<file path="src/rtl/swb_pkg.sv">
// Constants and types shared by the serial to single-wire mode engine.
// Assumes a 200 MHz system clock and a host UART at the 9600 bit/s rate.
package swb_pkg;

  // Timing
  localparam int CLK_HZ   = 200_000_000;
  localparam int BAUD_HZ  = 9600;
  localparam int OVS      = 16;
  localparam int TICK_DIV = CLK_HZ / (BAUD_HZ * OVS);
  localparam int TICK_W   = 11;
  localparam logic [TICK_W-1:0] TICK_LAST = TICK_W'(TICK_DIV - 1);
  localparam logic [3:0] OVS_LAST = 4'(OVS - 1);
  localparam logic [3:0] OVS_MID  = 4'(OVS / 2 - 1);

  // Reserved codes and fixed response parts
  localparam logic [7:0] CODE_DATA = 8'he1;
  localparam logic [7:0] CODE_CMD  = 8'he3;
  localparam logic [7:0] CODE_TERM = 8'hf1;
  localparam logic [7:0] PRES_BYTE = 8'h01;
  localparam logic [1:0] RSP_RST_TOP = 2'h3;
  localparam logic [1:0] PAD_ZERO    = 2'h0;
  localparam logic [2:0] REV_DEF     = 3'h3;

  // Command byte fields
  localparam int B_TYPE  = 7;
  localparam int B_LEGAL = 0;
  localparam int B_FLAG  = 4;
  localparam int B_ARM   = 1;
  localparam logic [1:0] FN_BIT    = 2'h0;
  localparam logic [1:0] FN_SEARCH = 2'h1;
  localparam logic [1:0] FN_RESET  = 2'h2;
  localparam logic [1:0] FN_PULSE  = 2'h3;
  localparam logic [1:0] SPD_PULSE = 2'h3;
  localparam logic [2:0] CFG_READ  = 3'h0;

  // Register port: status {pres, arm, accel, speed[1:0], cal_done, mode[1:0]}
  localparam logic [1:0] REG_STATUS = 2'h0;
  localparam logic [1:0] REG_CTRL   = 2'h1;
  localparam int CT_PEN = 0;
  localparam int CT_MR  = 1;
  localparam logic CT_PEN_RST = 1'h1;

  typedef enum logic [1:0] {MD_CMD, MD_DATA, MD_CHECK} swb_mode_t;
  typedef enum logic [1:0] {PH_CAL, PH_IDLE, PH_BUS, PH_SEND} swb_ph_t;
  typedef enum logic [1:0] {OP_RESET, OP_BIT, OP_PULSE, OP_DATA} swb_op_t;

endpackage

</file>
<file path="src/rtl/swb_ser_if.sv">
// Serial byte carrier between the mode engine and its receiver and transmitter.
// All signals are synchronous to the single system clock.
`timescale 1ns/1ps
interface swb_ser_if;
  logic       tick;
  logic [7:0] rx_data;
  logic       rx_valid;
  logic       rx_break;
  logic [7:0] tx_data;
  logic       tx_valid;
  logic       tx_busy;
  modport eng (output tick, tx_data, tx_valid, input rx_data, rx_valid, rx_break, tx_busy);
  modport rx  (input tick, output rx_data, rx_valid, rx_break);
  modport tx  (input tick, tx_data, tx_valid, output tx_busy);
endinterface

</file>
<file path="src/rtl/swb_ser_rx.sv">
// Host serial receiver: 8 data bits, no parity, 16x oversampled.
// Assumes the line input is already synchronous to clk_i.
`timescale 1ns/1ps
module swb_ser_rx (
  // Clock and reset
  input  wire logic clk_i,
  input  wire logic arst_n_i,
  // Serial line and carrier
  input  wire logic line_i,
  swb_ser_if.rx     sif
);
  typedef enum logic [2:0] {R_IDLE, R_START, R_BITS, R_STOP, R_BRK} swb_rxs_t;
  swb_rxs_t   st_q, st_d;
  logic [3:0] cnt_q, cnt_d;
  logic [2:0] bit_q, bit_d;
  logic [7:0] sh_q, sh_d;
  logic       vld_q, vld_d, brk_q, brk_d;

  always_comb begin
    st_d = st_q; cnt_d = cnt_q; bit_d = bit_q; sh_d = sh_q;
    vld_d = 1'b0; brk_d = 1'b0;
    unique case (st_q)
      R_IDLE: if (!line_i) begin st_d = R_START; cnt_d = '0; end
      R_START: if (sif.tick) begin
        cnt_d = cnt_q + 4'h1;
        if (cnt_q == swb_pkg::OVS_MID) begin
          cnt_d = '0; bit_d = '0;
          st_d  = line_i ? R_IDLE : R_BITS;
        end
      end
      R_BITS: if (sif.tick) begin
        cnt_d = cnt_q + 4'h1;
        if (cnt_q == swb_pkg::OVS_LAST) begin
          sh_d  = {line_i, sh_q[7:1]};
          bit_d = bit_q + 3'h1;
          if (bit_q == 3'h7) st_d = R_STOP;
        end
      end
      // Only the first stop bit is checked; a second one looks like idle
      R_STOP: if (sif.tick && cnt_q == swb_pkg::OVS_LAST) begin
        vld_d = line_i;
        brk_d = !line_i;
        st_d  = line_i ? R_IDLE : R_BRK;
      end else if (sif.tick) cnt_d = cnt_q + 4'h1;
      // Hold off until the line returns high, so a long break resets once
      R_BRK: if (line_i) st_d = R_IDLE;
      default: st_d = R_IDLE;
    endcase
  end

  always_ff @(posedge clk_i or negedge arst_n_i) begin
    if (!arst_n_i) begin
      st_q <= R_IDLE; cnt_q <= '0; bit_q <= '0; sh_q <= '0;
      vld_q <= 1'b0; brk_q <= 1'b0;
    end else begin
      st_q <= st_d; cnt_q <= cnt_d; bit_q <= bit_d; sh_q <= sh_d;
      vld_q <= vld_d; brk_q <= brk_d;
    end
  end

  assign sif.rx_data  = sh_q;
  assign sif.rx_valid = vld_q;
  assign sif.rx_break = brk_q;
endmodule // swb_ser_rx

</file>
<file path="src/rtl/swb_ser_tx.sv">
// Host serial transmitter: start bit, 8 data bits, exactly one stop bit.
// Assumes tx_valid is a one-cycle pulse given only while tx_busy is low.
`timescale 1ns/1ps
module swb_ser_tx (
  // Clock and reset
  input  wire logic clk_i,
  input  wire logic arst_n_i,
  // Carrier and serial line
  swb_ser_if.tx     sif,
  output logic      line_o
);
  logic       busy_q, busy_d, line_q, line_d;
  logic [8:0] sh_q, sh_d;
  logic [3:0] n_q, n_d, cnt_q, cnt_d;

  always_comb begin
    busy_d = busy_q; line_d = line_q; sh_d = sh_q; n_d = n_q; cnt_d = cnt_q;
    if (!busy_q && sif.tx_valid) begin
      busy_d = 1'b1; line_d = 1'b0; cnt_d = '0;
      sh_d = {1'b1, sif.tx_data};
      n_d  = 4'h9;
    end else if (busy_q && sif.tick) begin
      cnt_d = cnt_q + 4'h1;
      if (cnt_q == swb_pkg::OVS_LAST) begin
        if (n_q == 4'h0) busy_d = 1'b0;
        else begin
          line_d = sh_q[0];
          sh_d   = {1'b1, sh_q[8:1]};
          n_d    = n_q - 4'h1;
        end
      end
    end
  end

  always_ff @(posedge clk_i or negedge arst_n_i) begin
    if (!arst_n_i) begin
      busy_q <= 1'b0; line_q <= 1'b1; sh_q <= '1; n_q <= '0; cnt_q <= '0;
    end else begin
      busy_q <= busy_d; line_q <= line_d; sh_q <= sh_d; n_q <= n_d; cnt_q <= cnt_d;
    end
  end

  assign sif.tx_busy = busy_q;
  assign line_o      = line_q; // Single stop bit only
endmodule // swb_ser_tx

</file>
<file path="src/rtl/swb_mode_engine.sv">
// Command and mode engine of a serial to single-wire bridge.
// Assumes an external slot engine that runs bus ops and reports results.
//
// Functional notes
// Receive 8N1 or 8N2, send one stop
// Power-up: master reset, then Command Mode
// First byte only calibrates, silent
// Stop bit low forces master reset
// Host forces reset by break or parity; code has no parity check, resets on break or the CTRL MR bit
// Host recalibrates after software master reset
// Data Mode bytes become slots, echo result
// Search flag makes twelve-bit sequences
// Armed pullup follows each bus byte
// Data Mode switch code enters Check Mode
// Repeated code written once, back to Data
// Other byte executed as command, Command Mode
// Host doubles switch code sent as data
// Command Mode presence pulse reports xxxxxx01
// Data Mode never reports bus arrivals
// Command MSB picks communication or configuration
// Reserved codes: data, command, pulse terminate
// Legal commands answer except reserved, search
// Terminate code ends pulse, sends its answer
// Host never repeats command code in Command
// Speed bits latch at once, always; code latches them on search, reset and bit commands only
// Reset answer: reaction, revision, programming voltage
// Bytes handled in order after bus completes
`timescale 1ns/1ps
module swb_mode_engine #(
  parameter logic [2:0] REV      = swb_pkg::REV_DEF, // Arbitrary revision value
  parameter int         TICK_DIV = swb_pkg::TICK_DIV // Clocks per oversampling tick
) (
  // Clock and reset
  input  wire logic        clk_i,
  input  wire logic        arst_n_i,
  // Host serial line
  input  wire logic        ser_rx_i,
  output logic             ser_tx_o,
  // Register port
  input  wire logic [1:0]  reg_addr_i,
  input  wire logic [7:0]  reg_wdata_i,
  input  wire logic        reg_we_i,
  input  wire logic        reg_re_i,
  output logic [7:0]       reg_rdata_o,
  // Slot engine requests
  output logic             bus_req_o,
  output swb_pkg::swb_op_t bus_op_o,
  output logic [7:0]       bus_data_o,
  output logic [1:0]       bus_speed_o,
  output logic             bus_accel_o,
  output logic             bus_spu_arm_o,
  output logic             bus_abort_o,
  // Slot engine results
  input  wire logic        bus_done_i,
  input  wire logic [7:0]  bus_result_i,
  input  wire logic        bus_presence_i,
  input  wire logic        vpp_i
);

  swb_ser_if sif ();

  swb_ser_rx u_rx (
    .clk_i    (clk_i),
    .arst_n_i (arst_n_i),
    .line_i   (ser_rx_i),
    .sif      (sif.rx)
  );

  swb_ser_tx u_tx (
    .clk_i    (clk_i),
    .arst_n_i (arst_n_i),
    .sif      (sif.tx),
    .line_o   (ser_tx_o)
  );

  // Oversampling tick divider; a bench may shorten the tick to keep runs brief
  localparam int            TW       = swb_pkg::TICK_W;
  localparam logic [TW-1:0] TICK_END = TW'(TICK_DIV - 1);
  logic [swb_pkg::TICK_W-1:0] div_q, div_d;
  logic                       tick_q, tick_d;

  always_comb begin
    tick_d = (div_q == TICK_END);
    div_d  = tick_d ? '0 : div_q + 1'b1;
  end

  always_ff @(posedge clk_i or negedge arst_n_i) begin
    if (!arst_n_i) begin
      div_q  <= '0;
      tick_q <= 1'b0;
    end else begin
      div_q  <= div_d;
      tick_q <= tick_d;
    end
  end

  assign sif.tick = tick_q;

  // Register port state
  logic       pen_q, pen_d;
  logic       smr_q, smr_d;
  logic [7:0] rd_q, rd_d;

  // Engine state
  swb_pkg::swb_mode_t mode_q, mode_d;
  swb_pkg::swb_ph_t   ph_q, ph_d;
  swb_pkg::swb_op_t   op_q, op_d;
  logic [1:0] spd_q, spd_d;
  logic       acc_q, acc_d;
  logic       arm_q, arm_d;
  logic [7:0] hold_q, hold_d;
  logic       hold_v_q, hold_v_d;
  logic       req_q, req_d;
  logic [7:0] dat_q, dat_d;
  logic       abort_q, abort_d;
  logic [7:0] rsp_q, rsp_d;
  logic       txv_q, txv_d;
  logic       pres_q, pres_d;
  logic [2:0] cfg_q [8];
  logic [2:0] cfg_d [8];

  logic       mr;
  logic       take;
  logic       cmd_go;
  logic       data_go;
  logic       pres_clr;
  logic [7:0] status;

  // Software master reset behaves like a line break
  assign mr = sif.rx_break | smr_q;

  assign status = {pres_q, arm_q, acc_q, spd_q, ph_q != swb_pkg::PH_CAL, mode_q};

  always_comb begin
    pen_d = pen_q;
    smr_d = 1'b0;
    rd_d  = '0;
    if (reg_we_i && reg_addr_i == swb_pkg::REG_CTRL) begin
      pen_d = reg_wdata_i[swb_pkg::CT_PEN];
      smr_d = reg_wdata_i[swb_pkg::CT_MR];
    end
    if (reg_re_i) begin
      if (reg_addr_i == swb_pkg::REG_STATUS) rd_d = status;
      else if (reg_addr_i == swb_pkg::REG_CTRL) rd_d = {7'h0, pen_q};
    end
  end

  always_ff @(posedge clk_i or negedge arst_n_i) begin
    if (!arst_n_i) begin
      pen_q <= swb_pkg::CT_PEN_RST;
      smr_q <= 1'b0;
      rd_q  <= '0;
    end else begin
      pen_q <= pen_d;
      smr_q <= smr_d;
      rd_q  <= rd_d;
    end
  end

  assign reg_rdata_o = rd_q;

  // Command and mode sequencing
  always_comb begin
    mode_d  = mode_q;
    ph_d    = ph_q;
    op_d    = op_q;
    spd_d   = spd_q;
    acc_d   = acc_q;
    arm_d   = arm_q;
    dat_d   = dat_q;
    rsp_d   = rsp_q;
    cfg_d   = cfg_q;
    req_d   = 1'b0;
    abort_d = 1'b0;
    txv_d   = 1'b0;
    take     = 1'b0;
    cmd_go   = 1'b0;
    data_go  = 1'b0;
    pres_clr = 1'b0;

    unique case (ph_q)
      swb_pkg::PH_CAL: if (hold_v_q) begin
        take = 1'b1;
        ph_d = swb_pkg::PH_IDLE;
      end
      swb_pkg::PH_IDLE: if (hold_v_q) begin
        take = 1'b1;
        unique case (mode_q)
          swb_pkg::MD_DATA: begin
            if (hold_q == swb_pkg::CODE_CMD) mode_d = swb_pkg::MD_CHECK;
            else data_go = 1'b1;
          end
          swb_pkg::MD_CHECK: begin
            if (hold_q == swb_pkg::CODE_CMD) begin
              mode_d  = swb_pkg::MD_DATA;
              data_go = 1'b1;
            end else begin
              mode_d = swb_pkg::MD_CMD;
              cmd_go = 1'b1;
            end
          end
          default: cmd_go = 1'b1;
        endcase
      end else if (pres_q) begin
        rsp_d    = swb_pkg::PRES_BYTE;
        pres_clr = 1'b1;
        ph_d     = swb_pkg::PH_SEND;
      end
      swb_pkg::PH_BUS: begin
        if (bus_done_i) begin
          ph_d = swb_pkg::PH_SEND;
          unique case (op_q)
            swb_pkg::OP_RESET: rsp_d = {swb_pkg::RSP_RST_TOP, vpp_i, REV, bus_result_i[1:0]};
            swb_pkg::OP_BIT:   rsp_d = {dat_q[7:2], {2{bus_result_i[0]}}};
            swb_pkg::OP_PULSE: rsp_d = {dat_q[7:2], swb_pkg::PAD_ZERO};
            default:           rsp_d = bus_result_i;
          endcase
        end else if (hold_v_q && hold_q == swb_pkg::CODE_TERM
                     && op_q == swb_pkg::OP_PULSE) begin
          take    = 1'b1;
          abort_d = 1'b1;
        end
      end
      swb_pkg::PH_SEND: if (!sif.tx_busy && !txv_q) begin
        txv_d = 1'b1;
        ph_d  = swb_pkg::PH_IDLE;
      end
    endcase

    if (data_go) begin
      req_d = 1'b1;
      op_d  = swb_pkg::OP_DATA;
      dat_d = hold_q;
      ph_d  = swb_pkg::PH_BUS;
    end

    if (cmd_go) begin
      if (hold_q == swb_pkg::CODE_DATA) begin
        mode_d = swb_pkg::MD_DATA;
      end else if (hold_q == swb_pkg::CODE_CMD || hold_q == swb_pkg::CODE_TERM) begin
        // Stray switch or terminate code is swallowed silently
      end else if (!hold_q[swb_pkg::B_LEGAL]) begin
        // Illegal command: no bus activity, no answer
      end else if (!hold_q[swb_pkg::B_TYPE]) begin
        ph_d = swb_pkg::PH_SEND;
        if (hold_q[6:4] == swb_pkg::CFG_READ) begin
          rsp_d = {1'b0, hold_q[3:1], cfg_q[hold_q[3:1]], 1'b0};
        end else begin
          cfg_d[hold_q[6:4]] = hold_q[3:1];
          rsp_d = {hold_q[7:1], 1'b0};
        end
      end else begin
        unique case (hold_q[6:5])
          swb_pkg::FN_SEARCH: begin
            acc_d = hold_q[swb_pkg::B_FLAG];
            spd_d = hold_q[3:2];
          end
          swb_pkg::FN_RESET: begin
            spd_d = hold_q[3:2];
            op_d  = swb_pkg::OP_RESET;
          end
          swb_pkg::FN_BIT: begin
            spd_d = hold_q[3:2];
            op_d  = swb_pkg::OP_BIT;
          end
          default: begin
            if (hold_q[3:2] == swb_pkg::SPD_PULSE) begin
              arm_d = hold_q[swb_pkg::B_ARM];
              op_d  = swb_pkg::OP_PULSE;
            end
          end
        endcase
        if (hold_q[6:5] != swb_pkg::FN_SEARCH
            && !(hold_q[6:5] == swb_pkg::FN_PULSE && hold_q[3:2] != swb_pkg::SPD_PULSE)) begin
          req_d = 1'b1;
          dat_d = hold_q;
          ph_d  = swb_pkg::PH_BUS;
        end
      end
    end

    // Presence set wins over the clear from sending it
    pres_d = (pres_q & ~pres_clr)
           | (bus_presence_i & pen_q & mode_q == swb_pkg::MD_CMD & ph_q != swb_pkg::PH_CAL);
    if (mode_d == swb_pkg::MD_DATA) pres_d = 1'b0;

    if (mr) begin
      mode_d = swb_pkg::MD_CMD;
      ph_d   = swb_pkg::PH_CAL;
      spd_d  = '0;
      acc_d  = 1'b0;
      arm_d  = 1'b0;
      req_d  = 1'b0;
      pres_d = 1'b0;
    end
  end

  // New byte overwrites the holding slot; a taken byte leaves it
  always_comb begin
    hold_d   = sif.rx_valid ? sif.rx_data : hold_q;
    hold_v_d = (hold_v_q & ~take) | sif.rx_valid;
    if (mr) hold_v_d = 1'b0;
  end

  always_ff @(posedge clk_i or negedge arst_n_i) begin
    if (!arst_n_i) begin
      mode_q   <= swb_pkg::MD_CMD;
      ph_q     <= swb_pkg::PH_CAL;
      op_q     <= swb_pkg::OP_RESET;
      spd_q    <= '0;
      acc_q    <= 1'b0;
      arm_q    <= 1'b0;
      hold_q   <= '0;
      hold_v_q <= 1'b0;
      req_q    <= 1'b0;
      dat_q    <= '0;
      abort_q  <= 1'b0;
      rsp_q    <= '0;
      txv_q    <= 1'b0;
      pres_q   <= 1'b0;
      cfg_q    <= '{default: '0};
    end else begin
      mode_q   <= mode_d;
      ph_q     <= ph_d;
      op_q     <= op_d;
      spd_q    <= spd_d;
      acc_q    <= acc_d;
      arm_q    <= arm_d;
      hold_q   <= hold_d;
      hold_v_q <= hold_v_d;
      req_q    <= req_d;
      dat_q    <= dat_d;
      abort_q  <= abort_d;
      rsp_q    <= rsp_d;
      txv_q    <= txv_d;
      pres_q   <= pres_d;
      cfg_q    <= cfg_d;
    end
  end

  assign sif.tx_data    = rsp_q;
  assign sif.tx_valid   = txv_q;
  assign bus_req_o      = req_q;
  assign bus_op_o       = op_q;
  assign bus_data_o     = dat_q;
  assign bus_speed_o    = spd_q;
  assign bus_accel_o    = acc_q; // Slot engine expands data to twelve bits
  assign bus_spu_arm_o  = arm_q; // Slot engine pulls up after each byte
  assign bus_abort_o    = abort_q;

  localparam logic [1:0] PRES_LSB = swb_pkg::PRES_BYTE[1:0];
endmodule // swb_mode_engine

</file>
<file path="config.mk">
export PLATFORM = sky130hd
export DESIGN_NAME = swb_mode_engine
export DESIGN_NICKNAME = d
export VERILOG_FILES = /design/src/rtl/swb_pkg.sv /design/src/rtl/swb_ser_if.sv /design/src/rtl/swb_ser_rx.sv /design/src/rtl/swb_ser_tx.sv /design/src/rtl/swb_mode_engine.sv
export SDC_FILE = /design/constraint.sdc
export NUM_CORES = 1
export LEC_CHECK = 0
export BUFFER_PORTS_ARGS = -buffer_cell sky130_fd_sc_hd__buf_2
export CORE_UTILIZATION = 64
export DETAILED_ROUTE_END_ITERATION = 7
export GPL_TIMING_DRIVEN = 0
export PLACE_DENSITY = 0.94
export SLEW_MARGIN = 15
export SYNTH_ARGS = -nofsm -noshare
export SYNTH_HDL_FRONTEND = slang
export SYNTH_SLANG_ARGS = --single-unit
</file>
<file path="constraint.sdc">
create_clock -name clk_i -period 4.45 [get_ports clk_i]
set_input_delay 0.445 -clock clk_i [delete_from_list [all_inputs] [get_ports clk_i]]
set_output_delay 0.445 -clock clk_i [all_outputs]
set_load 0.05 [all_outputs]
</file>
==> results of run 1 <==
==> Yosys cell counts (2+ instances only) <==
cell type	number	share of area
clkbuf_2	3	0.0025
o211ai_1	2	0.0025
nand2b_1	9	0.0092
dfrtp_1	113	0.46
buf_2	4	0.0033
nor2b_1	6	0.0062
nand3b_1	4	0.0049
o2bb2ai_1	3	0.0043
o41ai_1	2	0.0029
clkbuf_1	22	0.014
a211oi_1	6	0.0074
a221oi_1	8	0.011
a2111oi_0	2	0.0029
nor2_1	36	0.022
mux4_2	6	0.022
o21ai_0	27	0.022
or2_2	2	0.0021
dfstp_2	10	0.043
nor4_2	2	0.0041
a22o_1	9	0.013
a22oi_1	3	0.0037
mux2i_1	19	0.031
a21oi_1	23	0.019
nand4_1	10	0.010
mux2_2	42	0.078
a21o_1	2	0.0025
nand3_1	22	0.018
nor3_2	2	0.0033
nor3_1	6	0.0049
a31oi_1	5	0.0051
and2_1	11	0.011
ha_1	16	0.033
o31ai_1	2	0.0025
and4b_1	2	0.0033
inv_1	21	0.013
nand2_1	33	0.020
and3_1	5	0.0051
o22ai_1	4	0.0041
xnor2_1	8	0.011
xor2_1	7	0.010
and4_1	4	0.0057
==> power by group through the flow <==
stage	Sequential (mW)	Clock (mW)	Combinational [mW]
6_report	1.27	1.27	0.366
5_1_grt	1.28	1.32	0.407
2_1_floorplan	1.27	0	0.233
3_3_place_gp	1.28	0	0.313
4_1_cts	1.27	1.27	0.360
3_5_place_dp	1.29	0	0.339
==> final cells by class <==
class,instances,area share
Clock inverter,13,0.01719
Timing Repair Buffer,46,0.03738
Sequential cell,123,0.4376
Buffer,31,0.01825
Multi-Input combinational cell,373,0.3963
Tap cell,129,0.02286
Clock buffer,18,0.05918
Inverter,21,0.01116
==> registers in the layout, summed over array words and instances, names as in the netlist, 3 cells and up <==
name / count
u_tx.n_q: 4
u_rx.bit_q: 3
reg_rdata_o: 8
hold_q: 8
u_tx.sh_q: 8
u_rx.sif.rx_data: 8
div_q: 11
bus_data_o: 8
u_rx.st_q: 3
u_rx.cnt_q: 4
u_tx.cnt_q: 4
cfg_q: 24
rsp_q: 8
==> per-layer routing <==
metal,vias up,GRT usage,share of wire
met5,-,0,0
met4,0,0.1855,0.049
met3,84,0.07730,0.074
met1,2371,0.3945,0.38
met2,283,0.5422,0.50
li1,2127,-,-
==> critical path: stages (launching register included) <==
cell	delay [ns]
dfrtp_1	0.41
inv_1	0.14
ha_1	0.32
nand2_2	0.15
nor4_2	0.81
buf_2	0.36
o21ai_0	0.13
o22ai_1	0.24
==> worst max-delay path by stage <==
stage,from,to,slack (ns),cells after the start
5_1_grt,ph_q[1],cfg_q[14],1.67,6
3_5_place_dp,ph_q[1],cfg_q[6],1.90,6
3_3_place_gp,arst_n_i,cfg_q[7],1.53,1
2_1_floorplan,ph_q[1],cfg_q[10],2.27,6
4_1_cts,ph_q[1],cfg_q[14],1.87,6
6_report,ph_q[1],rsp_q[1],1.79,7
==> stage by stage <==
stage	utilization	cells	instance area, µm²
finish	0.7643	754	7062
global route	0.7643	754	7062
CTS	0.7643	754	7062
detailed placement	0.7048	722	6513
global placement	0.7012	721	6479
floorplan	-	548	6097
==> repair_timing <==
item	in CTS	in global routing
gates resized for setup	0	0
hold endpoints to repair	31	0
hold buffers	1	0
==> logic make-up after synthesis <==
kind of cell | Yosys count | share of synthesized area
AOI/OAI and AO/OA | 107 | 0.1184
xor gates and xnor gates | 15 | 0.02155
adders and majority gates | 16 | 0.03283
buffers and inverters | 52 | 0.03407
DFF | 123 | 0.5069
muxes | 68 | 0.1328
and+or+nand+nor | 167 | 0.1535
==> impl_metrics.tcl, run 1 <==
set metrics [dict create \
    start_util 0.6599 \
    p_seq_frac 0.438 \
    clock.fmax_mhz 375.7 \
    avgViaCountPerCell 6.452 \
    ys_seq_elements 123 \
    async_reset_ff_frac 1.000 \
    hpwl_um 9297 \
    drt.antenna.violating_nets 0 \
    clk_path_buf_depth 2 \
    post-cts-setup-buffers 0 \
    layout.nets 655 \
    min_path_type "in -> reg" \
    internal_power_mw 2.084 \
    cts.htree.levels 4 \
    final_common_cell "dfrtp_1" \
    cp-start-kind "flop" \
    routed_wl_um 15030 \
    fin_ws_ns 1.788 \
    whs_path_depth 3 \
    grt_max_degree 93 \
    antenna_found_initial 0 \
    min_period_ns 2.662 \
    clkTransAtPathRegs_ns 0.06 \
    skew_ns 0.008587 \
    drive_gt1_frac 0.2496 \
    clk_latency_ns 0.53 \
    first_pass_iters 6 \
    dieArea_um2 9921 \
    multi_input_area_um2 2799 \
    clockRootBuffer "clkbuf_8" \
    syn_area_um2 6097 \
    grt_pass1_vias 4885 \
    portBuffers 44 \
    cts_made_buffers 17 \
    relSlewSlack 0.3567 \
    drc 0 \
    cp.required_ns 4.87 \
    dp_slack_ns 1.902 \
    cp.arrival_ns 3.09 \
    total_power_mw 2.904 \
    p_switching_mw 0.8200 \
    place_congestion 0.8630 \
    core_um2 9240 \
    finalSetupViolations 0 \
    final_cell_mix "dfrtp_1, buf_2, mux2_2, nor2_1, nand2_1" \
    synth-edff-count 0 \
    whs_endpoint "smr_q" \
    vias 4865 \
    pin_count 51 \
    tightest_slew_ns 0.9570 \
    holdWs_ns 0.1561 \
    areaGrowthSynthToFinish_pct 15.82 \
    fin_crit_sh 0.5981 \
    ff2ff_setup_slack_ns 1.79 \
    nFillCells 515 \
    numClockSinks 123 \
    rows 35 \
    grt_pass1_wl_um 24610 \
    drt_iter0_drc 526 \
    cp_max_fo 10 \
    synth-main-ff-cell "dfrtp_1" \
    hold_viol 0 \
    synth_cells 548 \
    power_frac_comb 0.126 \
    power.share.clock 0.436 \
    die_x_um 99.61 \
    rsz0062_at_grt "false" \
    hold_start "reg_wdata_i[1]" \
    p_sw_frac 0.2823 \
    p_per_area_nw_per_um2 411.3 \
    antennaDiodeCount 0 \
    ir_drop_mv 0.2144 \
    slew_violations 0 \
    endpoint_kind "flop" \
    die_y_um 99.61 \
    fin_tns_setup_ns 0 \
    rr_worst_depth 7 \
    cellLeakagePower_nw 3.264 \
    r2r-start "ph_q[1]" \
    status "finished clean" \
    seq_area_um2 3090 \
    yosysUniqueCellTypes 66 \
    syn_nets 590 \
    yosysWarnings 0 \
    gr-total-overflow 0 \
    avgSynthCellArea_um2 11.13 \
    max_cap_violations 0 \
    timing.rr.end "rsp_q[1]" \
    grt_use_total 0.3270 \
    criticalPathCategory "reg -> reg" \
    cts_tree "done" \
    wl_per_cell_um 19.94 \
    seq_area_frac_synth 0.5069 \
]
Power figures use the tool's default switching activity.
==> run 2: changes to the inputs <==
--- a/config.mk
+++ b/config.mk
@@ -5,11 +5,12 @@
 export SDC_FILE = /design/constraint.sdc
 export NUM_CORES = 1
 export LEC_CHECK = 0
+export ABC_AREA = 1
 export BUFFER_PORTS_ARGS = -buffer_cell sky130_fd_sc_hd__buf_2
-export CORE_UTILIZATION = 64
+export CORE_UTILIZATION = 60
 export DETAILED_ROUTE_END_ITERATION = 7
 export GPL_TIMING_DRIVEN = 0
-export PLACE_DENSITY = 0.94
+export PLACE_DENSITY = 0.89
 export SLEW_MARGIN = 15
 export SYNTH_ARGS = -nofsm -noshare
 export SYNTH_HDL_FRONTEND = slang
==> constraint.sdc (replaced) <==
create_clock -name clk_i -period 2.6 [get_ports clk_i]
set_input_delay 0.26 -clock clk_i [delete_from_list [all_inputs] [get_ports clk_i]]
set_output_delay 0.26 -clock clk_i [all_outputs]
set_load 0.05 [all_outputs]
==> impl_metrics.tcl, run 2 <==
set metrics [dict create \
    status "finished clean" \
    drc 0 \
    first_pass_iters 5 \
    avgViaCountPerCell 5.784 \
    yosysWarnings 0 \
    total_power_mw 5.824 \
    synth_cells 772 \
    hpwl_um 10000 \
    syn_nets 814 \
    whs_path_depth 3 \
    p_per_area_nw_per_um2 795.4 \
    synth-main-ff-cell "dfrtp_1" \
    die_y_um 103.7 \
    skew_ns 0.006569 \
    cts.htree.levels 4 \
    areaGrowthSynthToFinish_pct 17.98 \
    place_congestion 0.9085 \
    grt_pass1_wl_um 26660 \
    placed_cell_area_um2 6626 \
    finalNonFillerCells 987 \
    criticalPathCategory "reg -> reg" \
    endpoint_kind "flop" \
    fin_area_um2 7322 \
    largest_reg_flops 24 \
    clockRootBuffer "clkbuf_8" \
    yosys.cell_count.top_type "nand2_1" \
    layout.nets 883 \
    max_cap_violations 0 \
    yosysTopAreaCell "dfrtp_1" \
    rows 36 \
    post-cts-setup-buffers 0 \
    finalSetupViolations 0 \
    rsz0062_at_grt "false" \
    drt_iter0_drc 561 \
    min_path_type "in -> reg" \
    clkTransAtPathRegs_ns 0.06 \
    placed_cells 950 \
    drive_gt1_frac 0.1557 \
    grt_max_degree 64 \
    synth-edff-count 0 \
    die_x_um 103.7 \
    slew_violations 0 \
    synth_common_cells "nand2_1, dfrtp_1, inv_1, o21ai_0, nor2_1" \
    synth_top_area_frac 0.4556 \
    grt_pass1_vias 5754 \
    yosysUniqueCellTypes 42 \
    routed_wl_um 15770 \
    final_common_cell "nand2_1" \
    drt.antenna.violating_nets 0 \
    seq_area_frac_synth 0.4980 \
    cts_made_buffers 17 \
    nFillCells 641 \
    regMostFlops "cfg_q" \
    rr_worst_depth 8 \
    clk_path_buf_depth 2 \
    async_reset_ff_frac 1.000 \
    grt_use_total 0.3104 \
    tightest_slew_ns 0.6253 \
    cp.arrival_ns 2.46 \
    fin_crit_sh 0.7912 \
    ir_drop_mv 0.4299 \
    cp.required_ns 3.00 \
    min_period_ns 2.057 \
    clock.fmax_mhz 486.1 \
    numClockSinks 123 \
    vias 5709 \
    largestRegisters "cfg_q (24), div_q (11)" \
    crit_chain "inv_1 > ha_1 > nand2_2 > nor2_4 > nand4_4 > buf_2 > o21ai_0 > nand2_1" \
    start_util 0.6263 \
    cts_tree "done" \
    hold_viol 0 \
    avgSynthCellArea_um2 8.039 \
    ys_seq_elements 123 \
    dieArea_um2 10750 \
    cp-start-kind "flop" \
    wl_per_cell_um 15.98 \
    antenna_found_initial 0 \
    gr-total-overflow 0 \
    cp_max_fo 10 \
    slowest_delay_ns 0.45 \
    slowest_stage "dfrtp_1" \
    antennaDiodeCount 0 \
    portBuffers 44 \
    cellLeakagePower_nw 3.681 \
    relSlewSlack 0.5799 \
    core_um2 9910 \
    clk_latency_ns 0.53 \
    pin_count 51 \
    post_cts_resized 0 \
    synthTopCellsByArea "dfrtp_1, nand2_1, o21ai_0, inv_1, dfstp_2" \
    syn_area_um2 6206 \
    final_cell_mix "nand2_1, dfrtp_1, inv_1, o21ai_0, nor2_1" \
]
==> run 2: repair_timing <==
action	4_1_cts	5_1_grt
hold buffers	5	0
endpoints found under the setup margin	0	0
hold endpoints to repair	56	0
==> run 2: area by class of cell <==
class | instances | area [µm²] | share of cell area
Inverter | 92 | 345.3 | 0.04716
Buffer | 17 | 87.58 | 0.01196
Multi-Input combinational cell | 540 | 2683 | 0.3664
Tap cell | 133 | 166.4 | 0.02273
Timing Repair Buffer | 50 | 304.0 | 0.04152
Sequential cell | 123 | 3090 | 0.4221
Clock inverter | 13 | 224.0 | 0.03059
Clock buffer | 19 | 421.7 | 0.05759
==> run 2: critical path, delay by kind of cell (launching register included) <==
family / cells / cell delay, ns
compound gates: 1 / 0.22
flops: 1 / 0.45
simple gates: 4 / 0.63
fa+ha+maj: 1 / 0.27
buf+inv: 2 / 0.34
==> run 2: worst paths after layout <==
| kind | slack (ns) | endpoint | start |
|---|---|---|---|
| hold / removal | 0.03 | reg_rdata_o[0] | reg_re_i |
| hold reg to reg | 0.47 | cfg_q[23] | cfg_q[23] |
| max in group asynchronous | 1.62 | cfg_q[12] | arst_n_i |
| setup / recovery | 0.54 | cfg_q[15] | ph_q[1] |
| setup reg to reg | 0.54 | cfg_q[15] | ph_q[1] |
| min in group asynchronous | 0.28 | bus_abort_o | arst_n_i |
==> run 2: kinds of logic after synthesis <==
kind of cell             count (synthesis)  synth area share
AND/OR/NAND/NOR                        380            0.2689
XOR/XNOR                                 7          0.009879
adder cells (fa/ha/maj)                 16           0.03226
AO/OA/AOI/OAI                          135            0.1175
buffers and inverters                  109           0.06976
flip-flops                             123            0.4980
multiplexers                             2          0.003629
==> run 2: per-layer routing <==
metal / global-route usage / wire [µm]
met1: 0.3667 / 6195
met2: 0.5345 / 8042
met3: 0.06734 / 988
met4: 0.1582 / 546
met5: 0 / 0
==> run 2: power breakdown <==
part           switching, mW  internal (mW)
Sequential             0.126           2.15
Combinational          0.622          0.313
Clock                  0.873           1.74
==> run 2: stage by stage <==
step	hold slack, ns	setup slack, ns	utilization	TNS [ns]
after floorplan	-0.03559	0.9536	-	0
after global routing	0.06349	0.3773	0.7389	0
final	0.02654	0.5428	0.7389	0
after global placement	0.4411	-0.1613	0.6653	-17.40
after CTS	0.01249	0.5968	0.7389	0
after detailed placement	0.2773	0.6392	0.6687	0
==> run 3: changes to the inputs <==
==> constraint.sdc (replaced) <==
create_clock -name clk_i -period 2.1 [get_ports clk_i]
set_input_delay 0.21 -clock clk_i [delete_from_list [all_inputs] [get_ports clk_i]]
set_output_delay 0.21 -clock clk_i [all_outputs]
set_load 0.05 [all_outputs]
==> impl_metrics.tcl, run 3 (synthesis gave the netlist of run 2 again) <==
set metrics [dict create \
    portBuffers 44 \
    first_pass_iters 7 \
    cp_max_fo 10 \
    power_frac_comb 0.160 \
    vias 5744 \
    antennaDiodeCount 0 \
    p_per_area_nw_per_um2 983.9 \
    gr-total-overflow 0 \
    ir_drop_mv 0.5318 \
    placed_cell_area_um2 6626 \
    wl_per_cell_um 15.98 \
    status "finished clean" \
    final_common_cell "nand2_1" \
    grt_pass1_vias 5801 \
    rows 36 \
    power.share.clock 0.451 \
    cp.required_ns 2.51 \
    fin_tns_setup_ns 0 \
    antenna_found_initial 0 \
    p_switching_mw 2.019 \
    endpoint_kind "flop" \
    slew_violations 0 \
    drt.antenna.violating_nets 0 \
    cp.arrival_ns 2.40 \
    routed_wl_um 15810 \
    regMostFlops "cfg_q" \
    place_congestion 0.9085 \
    clock.fmax_mhz 503.3 \
    start_util 0.6263 \
    largest_reg_flops 24 \
    grt_max_degree 64 \
    cts_made_buffers 17 \
    die_x_um 103.7 \
    clockRootBuffer "clkbuf_8" \
    internal_power_mw 5.210 \
    die_y_um 103.7 \
    finalNonFillerCells 989 \
    numClockSinks 123 \
    drc 0 \
    areaGrowthSynthToFinish_pct 18.39 \
    drive_gt1_frac 0.1577 \
    cts.htree.levels 4 \
    rsz0062_at_grt "false" \
    cp-start-kind "flop" \
    layout.nets 885 \
    drt_iter0_drc 585 \
    grt_use_total 0.3131 \
    min_path_type "in -> reg" \
    cts_tree "done" \
    fin_crit_sh 0.9461 \
    placed_cells 950 \
    max_cap_violations 0 \
    criticalPathCategory "reg -> reg" \
    relSlewSlack 0.5931 \
    post-cts-setup-buffers 0 \
    dieArea_um2 10750 \
    holdWs_ns 0.02160 \
    hpwl_um 10000 \
    core_um2 9910 \
    clk_path_buf_depth 2 \
    tightest_slew_ns 0.6057 \
    grt_pass1_wl_um 26870 \
    largestRegisters "cfg_q (24), div_q (11)" \
    fin_area_um2 7347 \
    final_core_util 0.7414 \
    p_sw_frac 0.2793 \
    clkTransAtPathRegs_ns 0.06 \
    p_seq_frac 0.390 \
    cellLeakagePower_nw 3.687 \
    avgViaCountPerCell 5.808 \
    pin_count 51 \
    skew_ns 0.006428 \
    hold_viol 0 \
    clk_latency_ns 0.54 \
    min_period_ns 1.987 \
    finalSetupViolations 0 \
    final_cell_mix "nand2_1, dfrtp_1, inv_1, o21ai_0, nor2_1" \
]
==> run 3: metal layers <==
metal  vias up  global-route usage  part of all wire
met4         0              0.1684             0.037
met2       279              0.5307              0.51
met3        64             0.06797             0.059
met1      2759              0.3737              0.40
li1       2642                   -                 -
met5         -                   0                 0
==> run 3: what timing repair did <==
action	in CTS	in global routing
hold buffers	7	0
endpoints found under the setup margin	0	19
endpoints found under the hold margin	57	0
resized for setup	0	2
==> run 3: path summary, 6_finish.rpt <==
path | cells past startpoint | end | slack, ns | from
worst max-delay path | 8 | cfg_q[15] | 0.11 | ph_q[1]
worst min-delay path | 4 | bus_abort_o | 0.02 | bus_done_i
worst max register to register | 8 | cfg_q[15] | 0.11 | ph_q[1]
worst min register to register | 1 | cfg_q[23] | 0.47 | cfg_q[23]
max in group asynchronous | 3 | cfg_q[13] | 1.19 | arst_n_i
min in group asynchronous | 2 | bus_abort_o | 0.22 | arst_n_i
==> run 3: layout make-up <==
cell class | count | area (µm²)
clock buffer | 19 | 421.7
sequential | 123 | 3090
multi-input combinational | 540 | 2688
timing repair buffer | 52 | 324.1
buffer | 17 | 87.58
tap | 133 | 166.4
clock inverter | 13 | 224.0
inverter | 92 | 345.3
fill | 639 | 2562
==> run 3: power groups by stage <==
stage               logic (mW)  registers [mW]  clock network (mW)
finish                    1.15            2.82                3.26
global route              1.33            2.84                3.34
CTS                       1.14            2.81                3.24
detailed placement        1.09            2.84                   0
global placement          1.01            2.83                   0
floorplan                0.797            2.82                   0
==> run 3: worst max-delay path, stage by stage, from the launching register on <==
cell and delay (ns):
dfrtp_1 0.45, inv_1 0.13, ha_2 0.25, nand2_2 0.14
nor2_4 0.21, nand4_4 0.15, buf_2 0.21, o21ai_0 0.21
nand2_1 0.10
==> run 3: through the flow <==
step	setup slack (ns)	total power, mW
final	0.1131	7.229
after global routing	0.0002789	7.506
after CTS	0.09676	7.189
after detailed placement	0.1392	3.937
after global placement	-0.6113	3.845
after floorplan	0.4536	3.612
